## src/psds_pkg.sv

```systemverilog
package psds_pkg;

    // Register map, byte addresses on the APB word grid
    localparam logic [11:0] OFS_SHUTDOWN = 12'h000;
    localparam logic [11:0] OFS_RESTART  = 12'h004;
    localparam logic [11:0] OFS_STEERING = 12'h008;
    localparam logic [11:0] OFS_MODE     = 12'h00c;

    // Field positions
    localparam int FLAG_BIT  = 7;
    localparam int SRC_LSB   = 4;
    localparam int PAC_LSB   = 2;
    localparam int PBD_LSB   = 0;
    localparam int AUTO_BIT  = 7;
    localparam int SYNC_BIT  = 4;
    localparam int BRIDGE_LSB = 6;

    // Values after reset
    localparam logic [7:0] RST_SHUTDOWN = 8'h00;
    localparam logic [7:0] RST_RESTART  = 8'h00;
    localparam logic [7:0] RST_STEERING = 8'h01;
    localparam logic [7:0] RST_MODE     = 8'h00;

    // Upper mode bits that select PWM operation
    localparam logic [1:0] MODE_PWM = 2'h3;

    typedef enum logic [1:0] {
        BR_SINGLE   = 2'h0,
        BR_FULL_FWD = 2'h1,
        BR_HALF     = 2'h2,
        BR_FULL_REV = 2'h3
    } psds_bridge_t;

    // Gray along idle -> arm -> run -> shut; shut -> arm flips both bits
    typedef enum logic [1:0] {
        ST_IDLE = 2'h0,
        ST_ARM  = 2'h1,
        ST_RUN  = 2'h3,
        ST_SHUT = 2'h2
    } psds_state_t;

endpackage

```

## src/psds_deadband.sv

```systemverilog
`timescale 1ns/1ps
module psds_deadband #(
    parameter int CW = 7
) (
    // Clock and reset
    input  wire logic          clk_in,
    input  wire logic          rst_n_in,
    input  wire logic          ce_in,
    // Waveform
    input  wire logic          active_in,
    input  wire logic [CW-1:0] count_in,
    output logic               active_out
);

    logic [CW-1:0] cnt_q;
    logic [CW-1:0] cnt_d;
    logic          done;
    logic          out_d;

    // Counts cycles of input activity, saturating at the programmed delay
    assign done  = (cnt_q >= count_in);
    assign cnt_d = !active_in ? '0 : (done ? cnt_q : cnt_q + 1'b1);
    // A pulse shorter than the delay never shows at all
    assign out_d = active_in && done;

    always_ff @(posedge clk_in or negedge rst_n_in) begin
        if (!rst_n_in) begin
            cnt_q      <= '0;
            active_out <= 1'b0;
        end else if (ce_in) begin
            cnt_q      <= cnt_d;
            active_out <= out_d;
        end
    end
endmodule

```

## src/psds_top.sv

```systemverilog
// The register offsets and register access over APB were left to the implementer.
`timescale 1ns/1ps
module psds_top #(
    parameter int DB_W = 7
) (
    // Clock, reset, enable
    input  wire logic        CORE_CLK_IN,
    input  wire logic        RST_N_IN,
    input  wire logic        CLK_EN_IN,
    // APB slave
    input  wire logic        PSEL_IN,
    input  wire logic        PENABLE_IN,
    input  wire logic        PWRITE_IN,
    input  wire logic [11:0] PADDR_IN,
    input  wire logic [31:0] PWDATA_IN,
    output logic      [31:0] PRDATA_OUT,
    output logic             PREADY_OUT,
    output logic             PSLVERR_OUT,
    // Timebase
    input  wire logic        PWM_RAW_IN,
    input  wire logic        PERIOD_START_IN,
    // Shutdown sources
    input  wire logic        FAULT_PIN_N_IN,
    input  wire logic        CMP_ONE_IN,
    input  wire logic        CMP_TWO_IN,
    // Output pins, bit 0 is A through bit 3 is D
    output logic      [3:0]  PWM_PIN_OUT,
    output logic      [3:0]  PWM_OE_OUT
);

    function automatic logic src_trig(input logic [2:0] sel, input logic flt_n,
                                      input logic c1, input logic c2);
        logic cmp;
        cmp = 1'b0;
        unique case (sel[1:0])
            2'h0: cmp = 1'b0;
            2'h1: cmp = c1;
            2'h2: cmp = c2;
            2'h3: cmp = c1 | c2;
        endcase
        return (sel[2] & ~flt_n) | cmp;
    endfunction

    // Registers
    logic                      flag_q;
    logic                      flag_d;
    logic [2:0]                src_q;
    logic [1:0]                pac_q;
    logic [1:0]                pbd_q;
    logic                      auto_q;
    logic [DB_W-1:0]           db_q;
    logic                      sync_q;
    logic [3:0]                steer_sh_q;
    logic [3:0]                steer_eff_q;
    logic [3:0]                steer_eff_d;
    logic [3:0]                modepol_q;
    psds_pkg::psds_bridge_t    bridge_q;
    psds_pkg::psds_state_t     st_q;
    psds_pkg::psds_state_t     st_d;
    logic [3:0]                norm_pin_q;
    logic [3:0]                norm_oe_q;
    logic                      pready_q;
    logic                      pslverr_q;
    logic [31:0]               prdata_q;

    // Bus decode
    logic                      setup;
    logic                      wr_en;
    logic                      hit_sd;
    logic                      hit_rs;
    logic                      hit_st;
    logic                      hit_md;
    logic                      mapped;
    logic                      wr_sd;
    logic                      wr_rs;
    logic                      wr_st;
    logic                      wr_md;
    logic [7:0]                rd_byte;
    logic [7:0]                wb;

    assign setup  = PSEL_IN && !PENABLE_IN;
    assign wr_en  = PSEL_IN && PENABLE_IN && PWRITE_IN && pready_q;
    assign hit_sd = (PADDR_IN == psds_pkg::OFS_SHUTDOWN);
    assign hit_rs = (PADDR_IN == psds_pkg::OFS_RESTART);
    assign hit_st = (PADDR_IN == psds_pkg::OFS_STEERING);
    assign hit_md = (PADDR_IN == psds_pkg::OFS_MODE);
    assign mapped = hit_sd | hit_rs | hit_st | hit_md;
    assign wr_sd  = wr_en && hit_sd;
    assign wr_rs  = wr_en && hit_rs;
    assign wr_st  = wr_en && hit_st;
    assign wr_md  = wr_en && hit_md;
    assign wb     = PWDATA_IN[7:0];

    assign rd_byte = hit_sd ? {flag_q, src_q, pac_q, pbd_q} :
                     hit_rs ? {auto_q, db_q} :
                     hit_st ? {3'h0, sync_q, steer_sh_q} :
                     hit_md ? {bridge_q, 2'h0, modepol_q} : 8'h00;

    // Shutdown trigger and event flag
    logic trig;
    logic fw_set;
    logic fw_clr;
    logic auto_clr;
    logic shut_any;

    assign trig     = src_trig(src_q, FAULT_PIN_N_IN, CMP_ONE_IN, CMP_TWO_IN);
    assign fw_set   = wr_sd && wb[psds_pkg::FLAG_BIT];
    // Flag clear writes are ignored while the trigger level is present
    assign fw_clr   = wr_sd && !wb[psds_pkg::FLAG_BIT] && !trig;
    assign auto_clr = auto_q && !trig;
    // Setting beats clearing so an event in the clear cycle is kept
    assign flag_d   = trig || fw_set || (flag_q && !fw_clr && !auto_clr);
    // Trigger is combinational so pins react before the next edge
    assign shut_any = trig || flag_q || (st_q == psds_pkg::ST_SHUT);

    // Mode and steering
    logic       pwm_en;
    logic       steer_mode;
    logic [1:0] db_out;
    logic [3:0] mode_en;
    logic [3:0] mode_val;
    logic [3:0] pol;
    logic [3:0] norm_pin_d;
    logic [3:0] norm_oe_d;

    assign pwm_en     = (modepol_q[3:2] == psds_pkg::MODE_PWM);
    assign steer_mode = pwm_en && (bridge_q == psds_pkg::BR_SINGLE);
    // Synchronised updates wait for the period edge to avoid runt pulses
    assign steer_eff_d = (wr_st && !wb[psds_pkg::SYNC_BIT]) ? wb[3:0] :
                         (PERIOD_START_IN && sync_q) ? steer_sh_q : steer_eff_q;

    genvar g;
    generate
        for (g = 0; g < 2; g++) begin : g_db
            psds_deadband #(.CW(DB_W)) u_db (
                .clk_in     (CORE_CLK_IN),
                .rst_n_in   (RST_N_IN),
                .ce_in      (CLK_EN_IN),
                .active_in  ((g == 0) ? PWM_RAW_IN : !PWM_RAW_IN),
                .count_in   (db_q),
                .active_out (db_out[g])
            );
        end
    endgenerate

    assign mode_en  = !pwm_en ? 4'h0 :
                      steer_mode ? steer_eff_q :
                      (bridge_q == psds_pkg::BR_HALF) ? 4'h3 : 4'hf;
    assign mode_val = steer_mode ? {4{PWM_RAW_IN}} :
                      (bridge_q == psds_pkg::BR_HALF) ? {2'h0, db_out} :
                      (bridge_q == psds_pkg::BR_FULL_FWD) ? {PWM_RAW_IN, 3'h1} :
                      {2'h1, PWM_RAW_IN, 1'b0};
    // Bit 1 sets A/C active low, bit 0 sets B/D active low
    assign pol        = {modepol_q[0], modepol_q[1], modepol_q[0], modepol_q[1]};
    assign norm_pin_d = ((st_q == psds_pkg::ST_RUN) ? mode_val : 4'h0) ^ pol;
    assign norm_oe_d  = (st_q == psds_pkg::ST_IDLE) ? 4'h0 : mode_en;

    // Output sequencing
    always_comb begin
        st_d = st_q;
        unique case (st_q)
            psds_pkg::ST_IDLE: if (pwm_en) st_d = psds_pkg::ST_ARM;
            psds_pkg::ST_ARM:  if (shut_any) st_d = psds_pkg::ST_SHUT;
                               else if (PERIOD_START_IN) st_d = psds_pkg::ST_RUN;
            psds_pkg::ST_RUN:  if (shut_any) st_d = psds_pkg::ST_SHUT;
            psds_pkg::ST_SHUT: if (!trig && !flag_q) st_d = psds_pkg::ST_ARM;
        endcase
        if (!pwm_en) st_d = psds_pkg::ST_IDLE;
    end

    // Pin stage, pairs A/C and B/D share a shutdown state
    generate
        for (g = 0; g < 4; g++) begin : g_pin
            logic [1:0] pss;
            logic       force_pin;
            assign pss       = (g % 2 == 0) ? pac_q : pbd_q;
            // Only pins the block already owns are taken over
            assign force_pin = shut_any && norm_oe_q[g];
            assign PWM_PIN_OUT[g] = force_pin ? (!pss[1] && pss[0]) : norm_pin_q[g];
            assign PWM_OE_OUT[g]  = force_pin ? !pss[1] : norm_oe_q[g];
        end
    endgenerate

    always_ff @(posedge CORE_CLK_IN or negedge RST_N_IN) begin
        if (!RST_N_IN) begin
            {flag_q, src_q, pac_q, pbd_q} <= psds_pkg::RST_SHUTDOWN;
            {auto_q, db_q}                <= psds_pkg::RST_RESTART;
            sync_q                        <= psds_pkg::RST_STEERING[psds_pkg::SYNC_BIT];
            steer_sh_q                    <= psds_pkg::RST_STEERING[3:0];
            steer_eff_q                   <= psds_pkg::RST_STEERING[3:0];
            modepol_q                     <= psds_pkg::RST_MODE[3:0];
            bridge_q                      <= psds_pkg::BR_SINGLE;
        end else if (CLK_EN_IN) begin
            flag_q      <= flag_d;
            steer_eff_q <= steer_eff_d;
            if (wr_sd) begin
                src_q <= wb[psds_pkg::SRC_LSB +: 3];
                pac_q <= wb[psds_pkg::PAC_LSB +: 2];
                pbd_q <= wb[psds_pkg::PBD_LSB +: 2];
            end
            if (wr_rs) begin
                auto_q <= wb[psds_pkg::AUTO_BIT];
                db_q   <= wb[DB_W-1:0];
            end
            if (wr_st) begin
                sync_q     <= wb[psds_pkg::SYNC_BIT];
                steer_sh_q <= wb[3:0];
            end
            if (wr_md) begin
                modepol_q <= wb[3:0];
                bridge_q  <= psds_pkg::psds_bridge_t'(wb[psds_pkg::BRIDGE_LSB +: 2]);
            end
        end
    end

    always_ff @(posedge CORE_CLK_IN or negedge RST_N_IN) begin
        if (!RST_N_IN) begin
            st_q       <= psds_pkg::ST_IDLE;
            norm_pin_q <= 4'h0;
            norm_oe_q  <= 4'h0;
        end else if (CLK_EN_IN) begin
            st_q       <= st_d;
            norm_pin_q <= norm_pin_d;
            norm_oe_q  <= norm_oe_d;
        end
    end

    // Answer is prepared in the setup cycle so the access needs no wait
    always_ff @(posedge CORE_CLK_IN or negedge RST_N_IN) begin
        if (!RST_N_IN) begin
            pready_q  <= 1'b0;
            pslverr_q <= 1'b0;
            prdata_q  <= 32'h0000_0000;
        end else if (CLK_EN_IN) begin
            pready_q  <= setup;
            pslverr_q <= setup && !mapped;
            prdata_q  <= setup ? {24'h00_0000, rd_byte} : 32'h0000_0000;
        end
    end

    assign PREADY_OUT  = pready_q;
    assign PSLVERR_OUT = pslverr_q;
    assign PRDATA_OUT  = prdata_q;
endmodule

```

## config.mk

```make
export PLATFORM = sky130hd
export DESIGN_NAME = psds_top
export DESIGN_NICKNAME = d
export VERILOG_FILES = /design/src/psds_pkg.sv /design/src/psds_deadband.sv /design/src/psds_top.sv
export SDC_FILE = /design/constraint.sdc
export NUM_CORES = 1
export LEC_CHECK = 0
export BUFFER_PORTS_ARGS = -buffer_cell sky130_fd_sc_hd__buf_2
export CAP_MARGIN = 5
export CORE_ASPECT_RATIO = 0.75
export CORE_UTILIZATION = 40
export DETAILED_ROUTE_END_ITERATION = 16
export HOLD_SLACK_MARGIN = 0.05
export SLEW_MARGIN = 20
export SYNTH_ARGS = -nofsm -noshare
export SYNTH_HDL_FRONTEND = slang
export SYNTH_SLANG_ARGS = --single-unit
```

## constraint.sdc

```tcl
create_clock -name CORE_CLK_IN -period 2.92 [get_ports CORE_CLK_IN]
set_clock_uncertainty 0.15 [all_clocks]
set_input_delay 0.584 -clock CORE_CLK_IN [delete_from_list [all_inputs] [get_ports CORE_CLK_IN]]
set_output_delay 0.584 -clock CORE_CLK_IN [all_outputs]
set_load 0.005 [all_outputs]
```

; After elaboration in Yosys (flattened, before gate mapping)
; Cells that the tools add are included.
; W data, S select, Z words.
[totals]
reg_bits = 91
in_bits = 55
out_inout_bits = 42
wordCells = 139
[op_classes]
add_sub_neg = 2
n_lt_le_gt_ge = 2
n_eq_ne = 17
n_mux = 34
bitwise_logic = 8
n_reduce_logical = 55
[op_table]
columns = cell, n
row1 = $mux W4, 10
row2 = $mux W8, 5
row3 = $mux W7, 4
row4 = $logic_and A1 B1 Y1, 27
row5 = $eq A12 B4 Y1 const B, 2
row6 = $add A7 B1 Y7 const B, 2
row7 = $ge A7 B7 Y1, 2
row8 = $reduce_and A2 Y1, 7
row9 = $eq A12 B3 Y1 const B, 1
row10 = $eq A2 B2 Y1 const B, 6
row11 = $logic_not A12 Y1, 1
row12 = $logic_not A1 Y1, 11
row13 = $mux W2, 5
row14 = $mux W1, 8
row15 = $pmux W2 S4, 1
row16 = $eq A2 B1 Y1 const B, 3
row17 = $logic_not A2 Y1, 3
row18 = $or A1 B1 Y1, 5
row19 = $logic_or A1 B1 Y1, 4
row20 = $ne A2 B2 Y1 const B, 2
row21 = $ne A4 B4 Y1 const B, 1
row22 = $pmux W1 S4, 1
row23 = $reduce_and A4 Y1, 1
row24 = $xor A4 B4 Y4, 1
row25 = 5 further kinds, 5

; Depth between registers and ports, before layout
; Gate-level depths: netlist of the first run.
[depth]
depth_word = 10
mapped_depth = 7
ltp_nobuf = 7

; Modules after synthesis
; A second synthesis of the first run with hierarchy kept.
[hier_totals]
cells_unflattened = 432
area_unflattened_um2 = 4277.9
[modules_own_cells]
columns = mod, instances, cells_per_inst, area_per_inst_um2, seq_area_each_um2
row1 = psds_top, 1, 280, 2936.6, 1278.7
row2 = psds_deadband, 2, 76, 670.6, 200.2

; Worst setup path before layout of the first run
; OpenSTA, ideal clock, no wires.
[synth_path]
path_kind = input to output
startpoint = input CMP_TWO_IN
endpoint = output PWM_PIN_OUT[0]
arrival_ps = 1647
t_required_ps = 2186
setup_slack_ps = 539
stages = 5
path_buffers = 0
cell_sequence = a22o_1 nor3_1 o21ai_1 nand2_1 mux2_2
[synth_between]
elab_chain_cells = 7
[synth_rtl]
columns = element, line_no
row1 = start: declaration, psds_top.sv:25  ; input wire logic CMP_TWO_IN,
row2 = $or A1 B1 Y1, psds_top.sv:39  ; 2'h3: cmp = c1 | c2;
row3 = $pmux W1 S4 (*), psds_top.sv:35  ; unique case (sel[1:0])
row4 = $or A1 B1 Y1 (*), psds_top.sv:41  ; return (sel[2] & ~flt_n) | cmp;
row5 = $logic_or A1 B1 Y1 (*) (2 in series), psds_top.sv:114  ; assign shut_any = trig || flag_q || (st_q == psds_pkg::ST_SHUT);
row6 = $logic_and A1 B1 Y1 (*), psds_top.sv:178  ; assign force_pin = shut_any && norm_oe_q[g];
row7 = $mux W1 (*), psds_top.sv:179  ; assign PWM_PIN_OUT[g] = force_pin ? (!pss[1] && pss[0]) : norm_pin_q[g];
row8 = end: declaration, psds_top.sv:27  ; output logic [3:0] PWM_PIN_OUT,
; Mark *: on every way between the ends. The rest lies on a longest branch, timed or not.

; Worst setup path in the final report of the first run
[layout_path]
startpoint = register src_q[1]
endpoint = output PWM_PIN_OUT[2]
[layout_between]
elab_chain_cells = 7
elab_cells_between_ends = 10
cone_classes = eq/ne (3) / mux (2) / bitwise (1) / reduce/logical (4)
[layout_rtl]
columns = element, line_no
row1 = start: declaration, psds_top.sv:47  ; logic [2:0] src_q;
row2 = start signal: assignment, psds_top.sv:186  ; {flag_q, src_q, pac_q, pbd_q} <= psds_pkg::RST_SHUTDOWN;
row3 = start signal: assignment, psds_top.sv:197  ; src_q <= wb[psds_pkg::SRC_LSB +: 3];
row4 = $eq A2 B2 Y1 (tied with other cells), psds_top.sv:35
row5 = $pmux W1 S4 (*), psds_top.sv:35
row6 = $or A1 B1 Y1 (*), psds_top.sv:41
row7 = $logic_or A1 B1 Y1 (*) (2 in series), psds_top.sv:114
row8 = $logic_and A1 B1 Y1 (*), psds_top.sv:178
row9 = $mux W1 (*), psds_top.sv:179
; Marked as above.

==> results of run 1 <==
==> sequential cells by signal, indices dropped and copies added (netlist names), 2 cells and up <==
| register | cells |
|---|---|
| PRDATA_OUT | 8 |
| bridge_q | 2 |
| db_q | 7 |
| g_db.u_db.active_out | 2 |
| g_db.u_db.cnt_q | 14 |
| g_pin.pss | 4 |
| modepol_q | 4 |
| norm_oe_q | 4 |
| norm_pin_q | 4 |
| src_q | 3 |
| st_q | 2 |
| steer_eff_q | 4 |
| steer_sh_q | 4 |
==> cell type report <==
cell class / count / area (sq um)
clock buffer: 11 / 232.7
multi-input combinational: 287 / 2061
tap: 132 / 165.2
timing repair buffer: 58 / 327.8
inverter: 24 / 90.09
clock inverter: 5 / 55.05
sequential: 67 / 1679
fill: 933 / 5006
antenna: 1 / 2.502
==> cell families after synthesis <==
| family | after synthesis | share of synthesized area (%) |
|---|---|---|
| buffers and inverters | 60 | 7.991 |
| DFF | 67 | 42.39 |
| and+or+nand+nor | 106 | 14.53 |
| adders and majority gates | 19 | 6.001 |
| xor gates and xnor gates | 2 | 0.4423 |
| muxes | 35 | 9.855 |
| other | 1 | 0.09467 |
| AOI/OAI and AO/OA | 101 | 18.70 |
==> what timing repair did <==
item | 4_1_cts | 5_1_grt
setup endpoints to repair | 0 | 5
buffers inserted | 0 | 0
resized for setup | 0 | 2
hold endpoints to repair | 0 | 0
==> how the worst min path moves through the flow <==
stage,start,to,cells after the start
6_report,RST_N_IN,sync_q,1
5_1_grt,RST_N_IN,sync_q,1
4_1_cts,RST_N_IN,sync_q,1
3_5_place_dp,PRDATA_OUT[0],PRDATA_OUT[0],1
3_3_place_gp,PRDATA_OUT[0],PRDATA_OUT[0],1
2_1_floorplan,RST_N_IN,PRDATA_OUT[0],0
==> layout by cell type, fill, tap and decap left out, drive strengths merged, types with 5 or more instances in the layout <==
cell / netlist / final
inv: 24 / 24
nor4: 5 / 5
nor2b: 7 / 7
ha: 19 / 19
nand2: 36 / 36
o2bb2ai: 10 / 10
conb: 1 / 24
buf: 25 / 58
o211ai: 12 / 12
mux2: 32 / 32
dfrtp: 65 / 65
nand3: 16 / 16
nor3: 6 / 6
o311ai: 5 / 5
a2111oi: 5 / 5
or3: 6 / 6
clkbuf: 11 / 11
o21ai: 21 / 21
nor2: 18 / 18
a21oi: 11 / 11
==> metal layers <==
layer	wire, um	vias to the layer above	share of wire, %	global-route usage (%)
li1	-	1511	-	-
met1	4912	1564	50	30.44
met2	4040	109	41	29.64
met3	712	12	7.3	6.436
met4	122	0	1.2	6.214
met5	0	-	0	0
==> report_power, final <==
| part | switching (mW) | leakage (nW) | internal [mW] |
|---|---|---|---|
| Clock | 0.404 | 0.136 | 0.658 |
| Sequential | 0.0450 | 0.882 | 0.963 |
| Combinational | 0.120 | 1.19 | 0.0812 |
==> stage by stage <==
step / utilization (%) / hold slack (ns) / std cells
final: 47.96 / 0.1684 / 585
after global routing: 47.93 / 0.2090 / 584
after CTS: 47.84 / 0.1775 / 584
after detailed placement: 44.85 / 0.3238 / 568
after global placement: 44.85 / 0.3165 / 568
after floorplan: - / 0.1384 / 414
==> critical path: stages (launching register included) <==
cell and delay, ns:
dfrtp_1 0.40, a22o_1 0.26, nor3_2 0.14, buf_4 0.17, o21ai_2 0.12, nand2_1 0.10
mux2_2 0.32, buf_2 0.12
==> metrics.md, run 1 <==
| Metric | Value |
|---|---|
| Placed standard-cell area | 4314 sq um |
| Average wire per cell in the routed design | 16.73 um |
| Root Buffer Master | clkbuf_16 |
| Number of vias after detailed routing | 3,196 |
| Crit share post-route | 92.66% |
| Final sum of negative setup slack | 0 ns |
| Global-route wire length before repair | 15,750 um |
| VDD IR-drop max | 313.3 uV |
| Synth top area share | 41.06% |
| Worst R2R Path Depth | 7 |
| Critical Path Source | src_q[1] |
| Total wirelength of the detailed-routed design | 9787 um |
| Vias per Instance | 5.463 |
| Post-Syn Area per Cell | 10.13 sq um |
| Destination of the critical timing path | PWM_PIN_OUT[2] |
| Number of detailed-route iterations in the first pass | 5 |
| Largest net degree at the start of global routing | 38 |
| Main flop type after synthesis | dfrtp_1 |
| Final count of hold timing violations | 0 |
| RR Endpoint | g_db[1].u_db.cnt_q[4] |
| Final number of max-transition violations | 0 |
| Type of destination of the critical path | output pin |
| Layout overhead on the synthesized area | 16.46% |
| Clock tree from TritonCTS | done |
| Synth area leaders | dfrtp_1 41%, ha_1 6.0%, mux2_2 6.0% |
| Largest area contributor in the netlist | dfrtp_1 |
| Final setup fails | 0 |
| Total DRC errors in the routed layout | 0 |
| Share of flip-flops with an asynchronous set or reset | 100.0% |
| Clk sink count | 67 |
| Post-Synthesis Cell Area | 3961 sq um |
| Post-synth top cells | 65 x dfrtp_1, 36 x nand2_1, 24 x buf_4, 24 x inv_1, 21 x mux2_2 |
| Nets | 521 |
| Pleak | 2.208 nW |
| Cell with the most instances after synthesis | dfrtp_1 |
| Setup repair after global routing missed its margin | false |
| Areal power density over the cells | 492.1 nW/um^2 |
| Remaining Overflow, GRT | 0 |
| Sum of net half-perimeters after detailed placement | 7252 um |
| Chip height | 88.19 um |
| WP data required | 2.19 ns |
| Run status | finished, final reports clean |
| Critical path data arrival time | 1.97 ns |
| H-tree lvl count | 3 |
| Fmax | 369.6 MHz |
| Max_slew headroom | 49.62% |
| Final Wtd Congestion | 0.8354 |
| Synth warnings | 0 |
| Post-route standard cell area excluding fillers | 4613 sq um |
| Initial Util | 41.18% |
| Overall die width | 116.9 um |
| Number of synthesized flops with an enable pin | 0 |
| Type of the setup path with the least slack | flop to output pin |
| Smallest setup slack after layout | 0.2144 ns |
| Post-synthesis instance total | 391 |
| Setup slack at placement | 0.1467 ns |
| Initial drt markers | 176 |
| Maxcap violations | 0 |
| Top-level I/O count | 97 |
| Buffer depth of the longest clock path | 2 |
| Clock input transition at the sequential cells of the worst setup and hold paths | 0.06 ns |
| Skew-Pair Late Insertion Delay | 0.34 ns |
| Area enclosed by the die boundary | 10,310 sq um |
| Share of final-layout standard cells stronger than drive strength 1 | 23.89% |
| Number of I/O port buffers | 48 |
| FP Rows | 31 |
| Total track usage | 20.91% |
| Power, Total | 2.270 mW |
| Register bit count reported by yosys | 67 |
| Routed Antenna Nets | 0 |
| Initial antenna violation count | 0 |
| Actual slew at the worst max-slew pin | 0.7557 ns |
| Clock period minus worst slack | 2.706 ns |
| Via count of the first global-routing pass | 2,958 |
| # hold bufs at CTS | 0 |
| Crit Path Max Fanout | 7 |
| Number of different library cells in the post-synthesis netlist | 58 |
| TritonCTS Buffers | 9 |
| Min-Delay Path Class | primary input to asynchronous set/reset pin |
| R2r startpoint | g_db[1].u_db.cnt_q[0] |
| Sequential cell area fraction in the yosys report | 42.39% |
| Flop-to-flop setup slack | 0.30 ns |
| Kind of start point of the critical path | flop |
| Standard cell core area | 9619 sq um |
Power figures use the tool's default switching activity.
==> run 2: changes to the inputs <==
--- a/config.mk
+++ b/config.mk
@@ -5,6 +5,7 @@
 export SDC_FILE = /design/constraint.sdc
 export NUM_CORES = 1
 export LEC_CHECK = 0
+export ABC_AREA = 1
 export BUFFER_PORTS_ARGS = -buffer_cell sky130_fd_sc_hd__buf_2
 export CAP_MARGIN = 5
 export CORE_ASPECT_RATIO = 0.75
==> run 2 against run 1 <==
Effect of this change:
- non-clock buffer count decreased by 3
- clock-buffer cell count unchanged
- utilization shrank 0.58 points
- via count up 20%
- global-route usage shrank 0.29 points
- highest routed layer unchanged
- die area is 7.1% higher
- critical endpoint is now PWM_PIN_OUT[3]
==> metrics.md, run 2 <==
| Metric | Value |
|---|---|
| Share of final-layout standard cells stronger than drive strength 1 | 15.31% (-8.6 points) |
| Internal Dissipation | 1.815 mW (+6.7%) |
| Number of detailed-route iterations in the first pass | 7 (+2) |
| Vias per Instance | 4.951 (-9.4%) |
| Final sum of negative setup slack | 0 ns (unchanged) |
| Clock network power share | 49.9% (+3.1 points) |
| Number of different library cells in the post-synthesis netlist | 38 (-34%) |
| Type of the setup path with the least slack | flop to output pin |
| Power, Total | 2.386 mW (+5.1%) |
| Non-filler cells, final | 776 (+33%) |
| Number of I/O port buffers | 48 (unchanged) |
| Maxcap violations | 0 (unchanged) |
| Standard cell core area | 10,290 sq um (+7.0%) |
| Setup repair after global routing missed its margin | false |
| Post-Synthesis Cell Area | 4249 sq um (+7.3%) |
| Critical path data arrival time | 1.82 ns (-0.15 ns) |
| Min-Delay Path Class | primary input to asynchronous set/reset pin |
| Area enclosed by the die boundary | 11,040 sq um (+7.1%) |
| VDD IR-drop max | 374.2 uV (+19%) |
| Chip height | 91.26 um (+3.5%) |
| Met1 Track Usage GR | 31.54% (+1.1 points) |
| Initial drt markers | 344 (+95%) |
| Largest area contributor in the netlist | dfrtp_1 |
| Initial Util | 41.29% (+0.11 points) |
| Switching power | 571.1 uW (+0.48%) |
| Most frequent cells in the layout | 201 x nand2_1, 65 x dfrtp_1, 56 x inv_1, 48 x nand3_1, 48 x buf_2 |
| Total track usage | 20.62% (-0.29 points) |
| Switching share of power | 23.93% (-1.1 points) |
| Pleak | 2.628 nW (+19%) |
| Max reg flops | 14 (unchanged) |
| Sum of net half-perimeters after detailed placement | 8078 um (+11%) |
| Root Buffer Master | clkbuf_16 |
| Gate power share | 9.0% (about the same) |
| Buffer depth of the longest clock path | 2 (unchanged) |
| Number of cells after detailed placement | 760 (+34%) |
| Total DRC errors in the routed layout | 0 (unchanged) |
| Routed Antenna Nets | 0 (unchanged) |
| Most common library cell in the layout ignoring fill and taps | nand2_1 |
| Post-synth top cells | 201 x nand2_1, 65 x dfrtp_1, 56 x inv_1 |
| Total wirelength of the detailed-routed design | 10,580 um (+8.1%) |
| Via count of the first global-routing pass | 3,507 (+19%) |
| Synth warnings | 0 (unchanged) |
| Actual slew at the worst max-slew pin | 0.5414 ns (-0.2143 ns) |
| Number of synthesized flops with an enable pin | 0 (unchanged) |
| Clock input transition at the sequential cells of the worst setup and hold paths | 0.05 ns (about the same) |
| Skew-Pair Late Insertion Delay | 0.33 ns (about the same) |
| Number of vias after detailed routing | 3,842 (+20%) |
| Sequential cell area fraction in the yosys report | 39.52% (-2.9 points) |
| Final Wtd Congestion | 0.8652 (+3.6%) |
| Kind of start point of the critical path | flop |
| Register name with the most flops | g_db.u_db.cnt_q |
| Clock tree from TritonCTS | done |
| CTS resizes | 0 (unchanged) |
| Final number of max-transition violations | 0 (unchanged) |
| Share of flip-flops with an asynchronous set or reset | 100.0% (unchanged) |
| H-tree lvl count | 3 (unchanged) |
| FP Rows | 32 (+3.2%) |
| Final count of hold timing violations | 0 (unchanged) |
| Average wire per cell in the routed design | 13.64 um (-18%) |
| Overall die width | 121.0 um (+3.5%) |
| Type of destination of the critical path | output pin |
| Fmax | 392.2 MHz (+6.1%) |
| Register bit count reported by yosys | 67 (unchanged) |
| Synth area leaders | dfrtp_1 38%, nand2_1 18%, nand3_1 5.7% |
| Grt met2 use | 28.33% (-1.3 points) |
| Main flop type after synthesis | dfrtp_1 |
| Reg power frac | 41.0% (-3.4 points) |
| Antenna fix cells | 0 (-1) |
| Nets | 709 (+36%) |
| TritonCTS Buffers | 9 (unchanged) |
| Global-route track usage on met3 | 5.214% (-1.2 points) |
| Clock period minus worst slack | 2.549 ns (-0.1561 ns) |
| Max_slew headroom | 63.67% (+14 points) |
| Synth top area share | 38.28% (-2.8 points) |
| Largest net degree at the start of global routing | 68 (+79%) |
| Crit Path Max Fanout | 8 (+1) |
| # hold bufs at CTS | 0 (unchanged) |
| Post-CTS Setup Repair Bufs | 0 (unchanged) |
| Layout overhead on the synthesized area | 14.72% |
| Busiest layer in global routing | met1 |
| Post-synthesis instance total | 584 (+49%) |
| Crit share post-route | 87.31% (-5.3 points) |
| Top-level I/O count | 97 (unchanged) |
| Cell with the most instances after synthesis | nand2_1 |
| Initial antenna violation count | 0 (unchanged) |
| Global-route wire length before repair | 17,550 um (+11%) |
| Run status | finished, final reports clean |
| WP data required | 2.19 ns (about the same) |
| Final setup fails | 0 (unchanged) |
| Remaining Overflow, GRT | 0 (unchanged) |
| Clk sink count | 67 (unchanged) |
| Core utilization of the finished layout | 47.37% (-0.58 points) |
| Areal power density over the cells | 489.5 nW/um^2 (-0.52%) |
| Post-Syn Area per Cell | 7.276 sq um (-28%) |
-- run 2: critical path, cell delays in order (launching register included) --
cell and delay [ns]:
dfrtp_1 0.39, nand2_1 0.16, nand3_1 0.12, nor2_1 0.17
o21ai_1 0.24, nand2_1 0.14, nand2_1 0.06, o21ai_0 0.07
buf_2 0.14
-- run 2: worst paths after layout --
check,cells after the start,startpoint,end,slack [ns]
max,8,src_q[0],PWM_PIN_OUT[3],0.37
min,2,RST_N_IN,norm_oe_q[0],0.13
max reg2reg,9,g_db[0].u_db.cnt_q[2],g_db[0].u_db.cnt_q[1],0.89
min reg2reg,2,steer_eff_q[0],steer_eff_q[0],0.32
max in group asynchronous,2,RST_N_IN,steer_sh_q[0],2.18
min in group CORE_CLK_IN,2,steer_eff_q[0],steer_eff_q[0],0.32
-- run 2: layer usage --
metal  part of all wire, %  vias up  wire length [um]
met3                   5.6       11               595
met5                     0        -                 0
met1                    52     1777              5533
met2                    41      121              4335
li1                      -     1933                 -
met4                   1.1        0               119
-- run 2: stage by stage --
step                      hold WS (ns)  instance area (sq um)  setup slack [ns]
after floorplan                 0.1384                   4335            0.8740
after detailed placement        0.3048                   4547            0.4287
after CTS                       0.1425                   4875            0.3625
after global routing            0.1483                   4875            0.1829
after global placement          0.3104                   4547            0.5188
final                           0.1258                   4875            0.3705
-- run 2: cell families after synthesis --
group / Yosys count / synth area share (%)
simple gates: 319 / 32.10
buf+inv: 101 / 11.78
compound gates: 71 / 9.688
flops: 67 / 39.52
fa+ha+maj: 19 / 5.595
xor+xnor: 6 / 1.237
other cells: 1 / 0.08825
-- run 2: layout make-up --
type / instances / area [sq um]
sequential: 67 / 1679
inverter: 63 / 236.5
timing repair buffer: 55 / 305.3
clock inverter: 5 / 75.07
clock buffer: 11 / 252.7
tap: 136 / 170.2
multi-input combinational: 439 / 2156
fill: 1058 / 5415
-- run 2: power by group through the flow --
| stage | clock network, mW | logic [mW] | registers (mW) |
|---|---|---|---|
| 2_1_floorplan | 0 | 0.147 | 0.988 |
| 3_3_place_gp | 0 | 0.210 | 0.994 |
| 3_5_place_dp | 0 | 0.214 | 0.995 |
| 4_1_cts | 1.21 | 0.217 | 0.978 |
| 5_1_grt | 1.26 | 0.251 | 0.982 |
| 6_report | 1.19 | 0.216 | 0.979 |
==> run 3: changes to the inputs <==
--- a/config.mk
+++ b/config.mk
@@ -6,6 +6,7 @@
 export NUM_CORES = 1
 export LEC_CHECK = 0
 export ABC_AREA = 1
+export ABC_CLOCK_PERIOD_IN_PS = 2480
 export BUFFER_PORTS_ARGS = -buffer_cell sky130_fd_sc_hd__buf_2
 export CAP_MARGIN = 5
 export CORE_ASPECT_RATIO = 0.75
==> constraint.sdc (replaced) <==
create_clock -name CORE_CLK_IN -period 2.48 [get_ports CORE_CLK_IN]
set_clock_uncertainty 0.15 [all_clocks]
set_input_delay 0.496 -clock CORE_CLK_IN [delete_from_list [all_inputs] [get_ports CORE_CLK_IN]]
set_output_delay 0.496 -clock CORE_CLK_IN [all_outputs]
set_load 0.005 [all_outputs]
==> run 3 against run 2 <==
Effect of this change:
- register-to-register slack got worse by 0.41 ns
- clock power rose by 12%
- critical endpoint unchanged
- first-iteration DRC count decreased by 27%
- routed wire length grew 0.90%
- hold slack worse by 0.092 ns
- die area unchanged
- flip-flop and latch count unchanged
- sequential share of layout area is the same
- setup slack got worse by 0.21 ns
==> metrics.md, run 3 (same netlist as run 2, synthesis figures left out) <==
| Metric | Value |
|---|---|
| Most common library cell in the layout ignoring fill and taps | nand2_1 |
| Total DRC errors in the routed layout | 0 (unchanged) |
| Clock tree from TritonCTS | done |
| Kind of start point of the critical path | flop |
| Fmax | 431.2 MHz |
| Pleak | 2.626 nW (about the same) |
| Top-level I/O count | 97 (unchanged) |
| Remaining Overflow, GRT | 0 (unchanged) |
| Standard cell core area | 10,290 sq um (unchanged) |
| RR Endpoint | g_db[0].u_db.cnt_q[0] |
| Total track usage | 20.71% (+0.092 points) |
| Type of the setup path with the least slack | flop to output pin |
| Worst R2R Path Depth | 10 (+1) |
| R2r startpoint | db_q[5] |
| TritonCTS Buffers | 9 (unchanged) |
| Maxcap violations | 0 (unchanged) |
| Area used by multi-input combinational logic | 2162 sq um (+0.29%) |
| Final setup fails | 0 (unchanged) |
| Final sum of negative setup slack | 0 ns (unchanged) |
| Number of detailed-route iterations in the first pass | 5 (-2) |
| Skew-Pair Late Insertion Delay | 0.34 ns (about the same) |
| Final Wtd Congestion | 0.8762 (+1.3%) |
| VDD IR-drop max | 332.3 uV (-11%) |
| Gate power share | 9.3% (+0.3 points) |
| Switching share of power | 24.46% (+0.53 points) |
| Max_slew headroom | 62.86% (-0.81 points) |
| Min-Delay Path Class | primary input to asynchronous set/reset pin |
| Chip height | 91.26 um (unchanged) |
| Nets | 710 (+0.14%) |
| Vias per Instance | 4.909 (-0.86%) |
| H-tree lvl count | 3 (unchanged) |
| Internal Dissipation | 2.064 mW (+14%) |
| Number of vias after detailed routing | 3,814 (-0.73%) |
| Total wirelength of the detailed-routed design | 10,680 um (+0.90%) |
| Area enclosed by the die boundary | 11,040 sq um (unchanged) |
| Initial antenna violation count | 0 (unchanged) |
| Layout overhead on the synthesized area | 14.72% (unchanged) |
| Share of final-layout standard cells stronger than drive strength 1 | 15.76% (+0.44 points) |
| Fin Hold WS | 0.03343 ns (-0.09241 ns) |
| Areal power density over the cells | 560.6 nW/um^2 (+15%) |
| Type of destination of the critical path | output pin |
| Critical path data arrival time | 1.67 ns (-0.15 ns) |
| Overall die width | 121.0 um (unchanged) |
| Register name with the most flops | g_db.u_db.cnt_q |
| Clock network power share | 48.6% (-1.3 points) |
| Number of I/O port buffers | 48 (unchanged) |
| Root Buffer Master | clkbuf_16 |
| Largest net degree at the start of global routing | 68 (unchanged) |
| Flop-to-flop setup slack | 0.48 ns (-0.41 ns) |
| Clock period minus worst slack | 2.319 ns |
| Layout fillers | 1,005 (-5.0%) |
| Clock input transition at the sequential cells of the worst setup and hold paths | 0.06 ns (about the same) |
| Via count of the first global-routing pass | 3,523 (+0.46%) |
| Switching power | 668.5 uW (+17%) |
| Average wire per cell in the routed design | 13.74 um (+0.77%) |
| Post-route standard cell area excluding fillers | 4875 sq um (unchanged) |
| Max reg flops | 14 (unchanged) |
| Initial drt markers | 250 (-27%) |
| WP data required | 1.83 ns (-0.36 ns) |
| Setup repair after global routing missed its margin | false |
| Sum of net half-perimeters after detailed placement | 7994 um (-1.0%) |
| Placed standard-cell area | 4554 sq um (+0.17%) |
| Antenna fix cells | 0 (unchanged) |
| Most frequent cells in the layout | 201 x nand2_1, 65 x dfrtp_1, 56 x inv_1, 48 x nand3_1, 48 x buf_2 |
| Initial Util | 41.29% (unchanged) |
| Final number of max-transition violations | 0 (unchanged) |
| Reg power frac | 42.1% (+1.1 points) |
| Global-route wire length before repair | 17,540 um (about the same) |
| Final count of hold timing violations | 0 (unchanged) |
| Crit Path Max Fanout | 8 (unchanged) |
| Run status | finished, final reports clean |
| FP Rows | 32 (unchanged) |
| Clk sink count | 67 (unchanged) |
| Routed Antenna Nets | 0 (unchanged) |
| Buffer depth of the longest clock path | 2 (unchanged) |
| FF/Latch Area | 1679 sq um (unchanged) |
| Actual slew at the worst max-slew pin | 0.5571 ns (+0.01575 ns) |
| Crit share post-route | 93.52% |
-- run 3: changes by cell type in the layout (fill, tap and decap cells not counted), sizes merged --
cell and delta:
bufinv -1, clkinvlp +1, buf +1, clkbuf +1, clkinv -1
-- run 3: how the worst max path moves through the flow --
| stage | to | startpoint | cells past startpoint |
|---|---|---|---|
| after floorplan | PWM_PIN_OUT[0] | FAULT_PIN_N_IN | 7 |
| after global placement | PWM_PIN_OUT[0] | CMP_ONE_IN | 9 |
| after detailed placement | PWM_PIN_OUT[3] | CMP_ONE_IN | 9 |
| after CTS | PWM_PIN_OUT[3] | src_q[0] | 8 |
| after global routing | PWM_PIN_OUT[3] | src_q[0] | 8 |
| final | PWM_PIN_OUT[3] | src_q[0] | 8 |
-- run 3: metrics by stage --
| step | util, % | power [mW] | instances | setup WS [ns] |
|---|---|---|---|---|
| after CTS | 47.31 | 2.753 | 777 | 0.04977 |
| after floorplan | - | 1.336 | 607 | 0.6100 |
| after detailed placement | 44.26 | 1.421 | 761 | 0.1968 |
| after global routing | 47.37 | 2.858 | 777 | 0.03071 |
| after global placement | 44.26 | 1.417 | 761 | 0.2678 |
| final | 47.37 | 2.733 | 777 | 0.1607 |
-- run 3: critical path, stage by stage (launching register included) --
cell and delay, ns:
dfrtp_1 0.39, nand2_1 0.16, nand3_1 0.13, nor2_2 0.16, o21ai_2 0.14, nand2_1 0.10, nand2_1 0.05, o21ai_0 0.07
buf_2 0.13
-- run 3: power by group through the flow --
stage                     logic (mW)  clock network [mW]  registers (mW)
final                          0.254                1.33            1.15
after global routing           0.297                1.41            1.15
after CTS                      0.255                1.35            1.15
after detailed placement       0.253                   0            1.17
after global placement         0.248                   0            1.17
after floorplan                0.173                   0            1.16
-- run 3: timing repair --
action / 4_1_cts / 5_1_grt
hold buffers: 0 / 0
buffers inserted: 0 / 0
gates resized for setup: 0 / 2
endpoints found under the setup margin: 0 / 8
-- run 3: area by class of cell --
class / instances / share of cell area [%]
multi-input cells: 439 / 44.35
well taps: 136 / 3.491
inverters: 63 / 4.851
clock inverters: 4 / 0.9754
clock buffers: 12 / 5.467
flip-flops and latches: 67 / 34.45
repair buffers: 56 / 6.417
-- run 3: metal layers --
metal | vias up | GRT usage (%) | part of all wire, %
met5 | - | 0 | 0
met4 | 0 | 5.761 | 0.83
met3 | 8 | 5.779 | 7.7
met2 | 132 | 29.38 | 41
met1 | 1739 | 30.38 | 50
li1 | 1935 | - | -
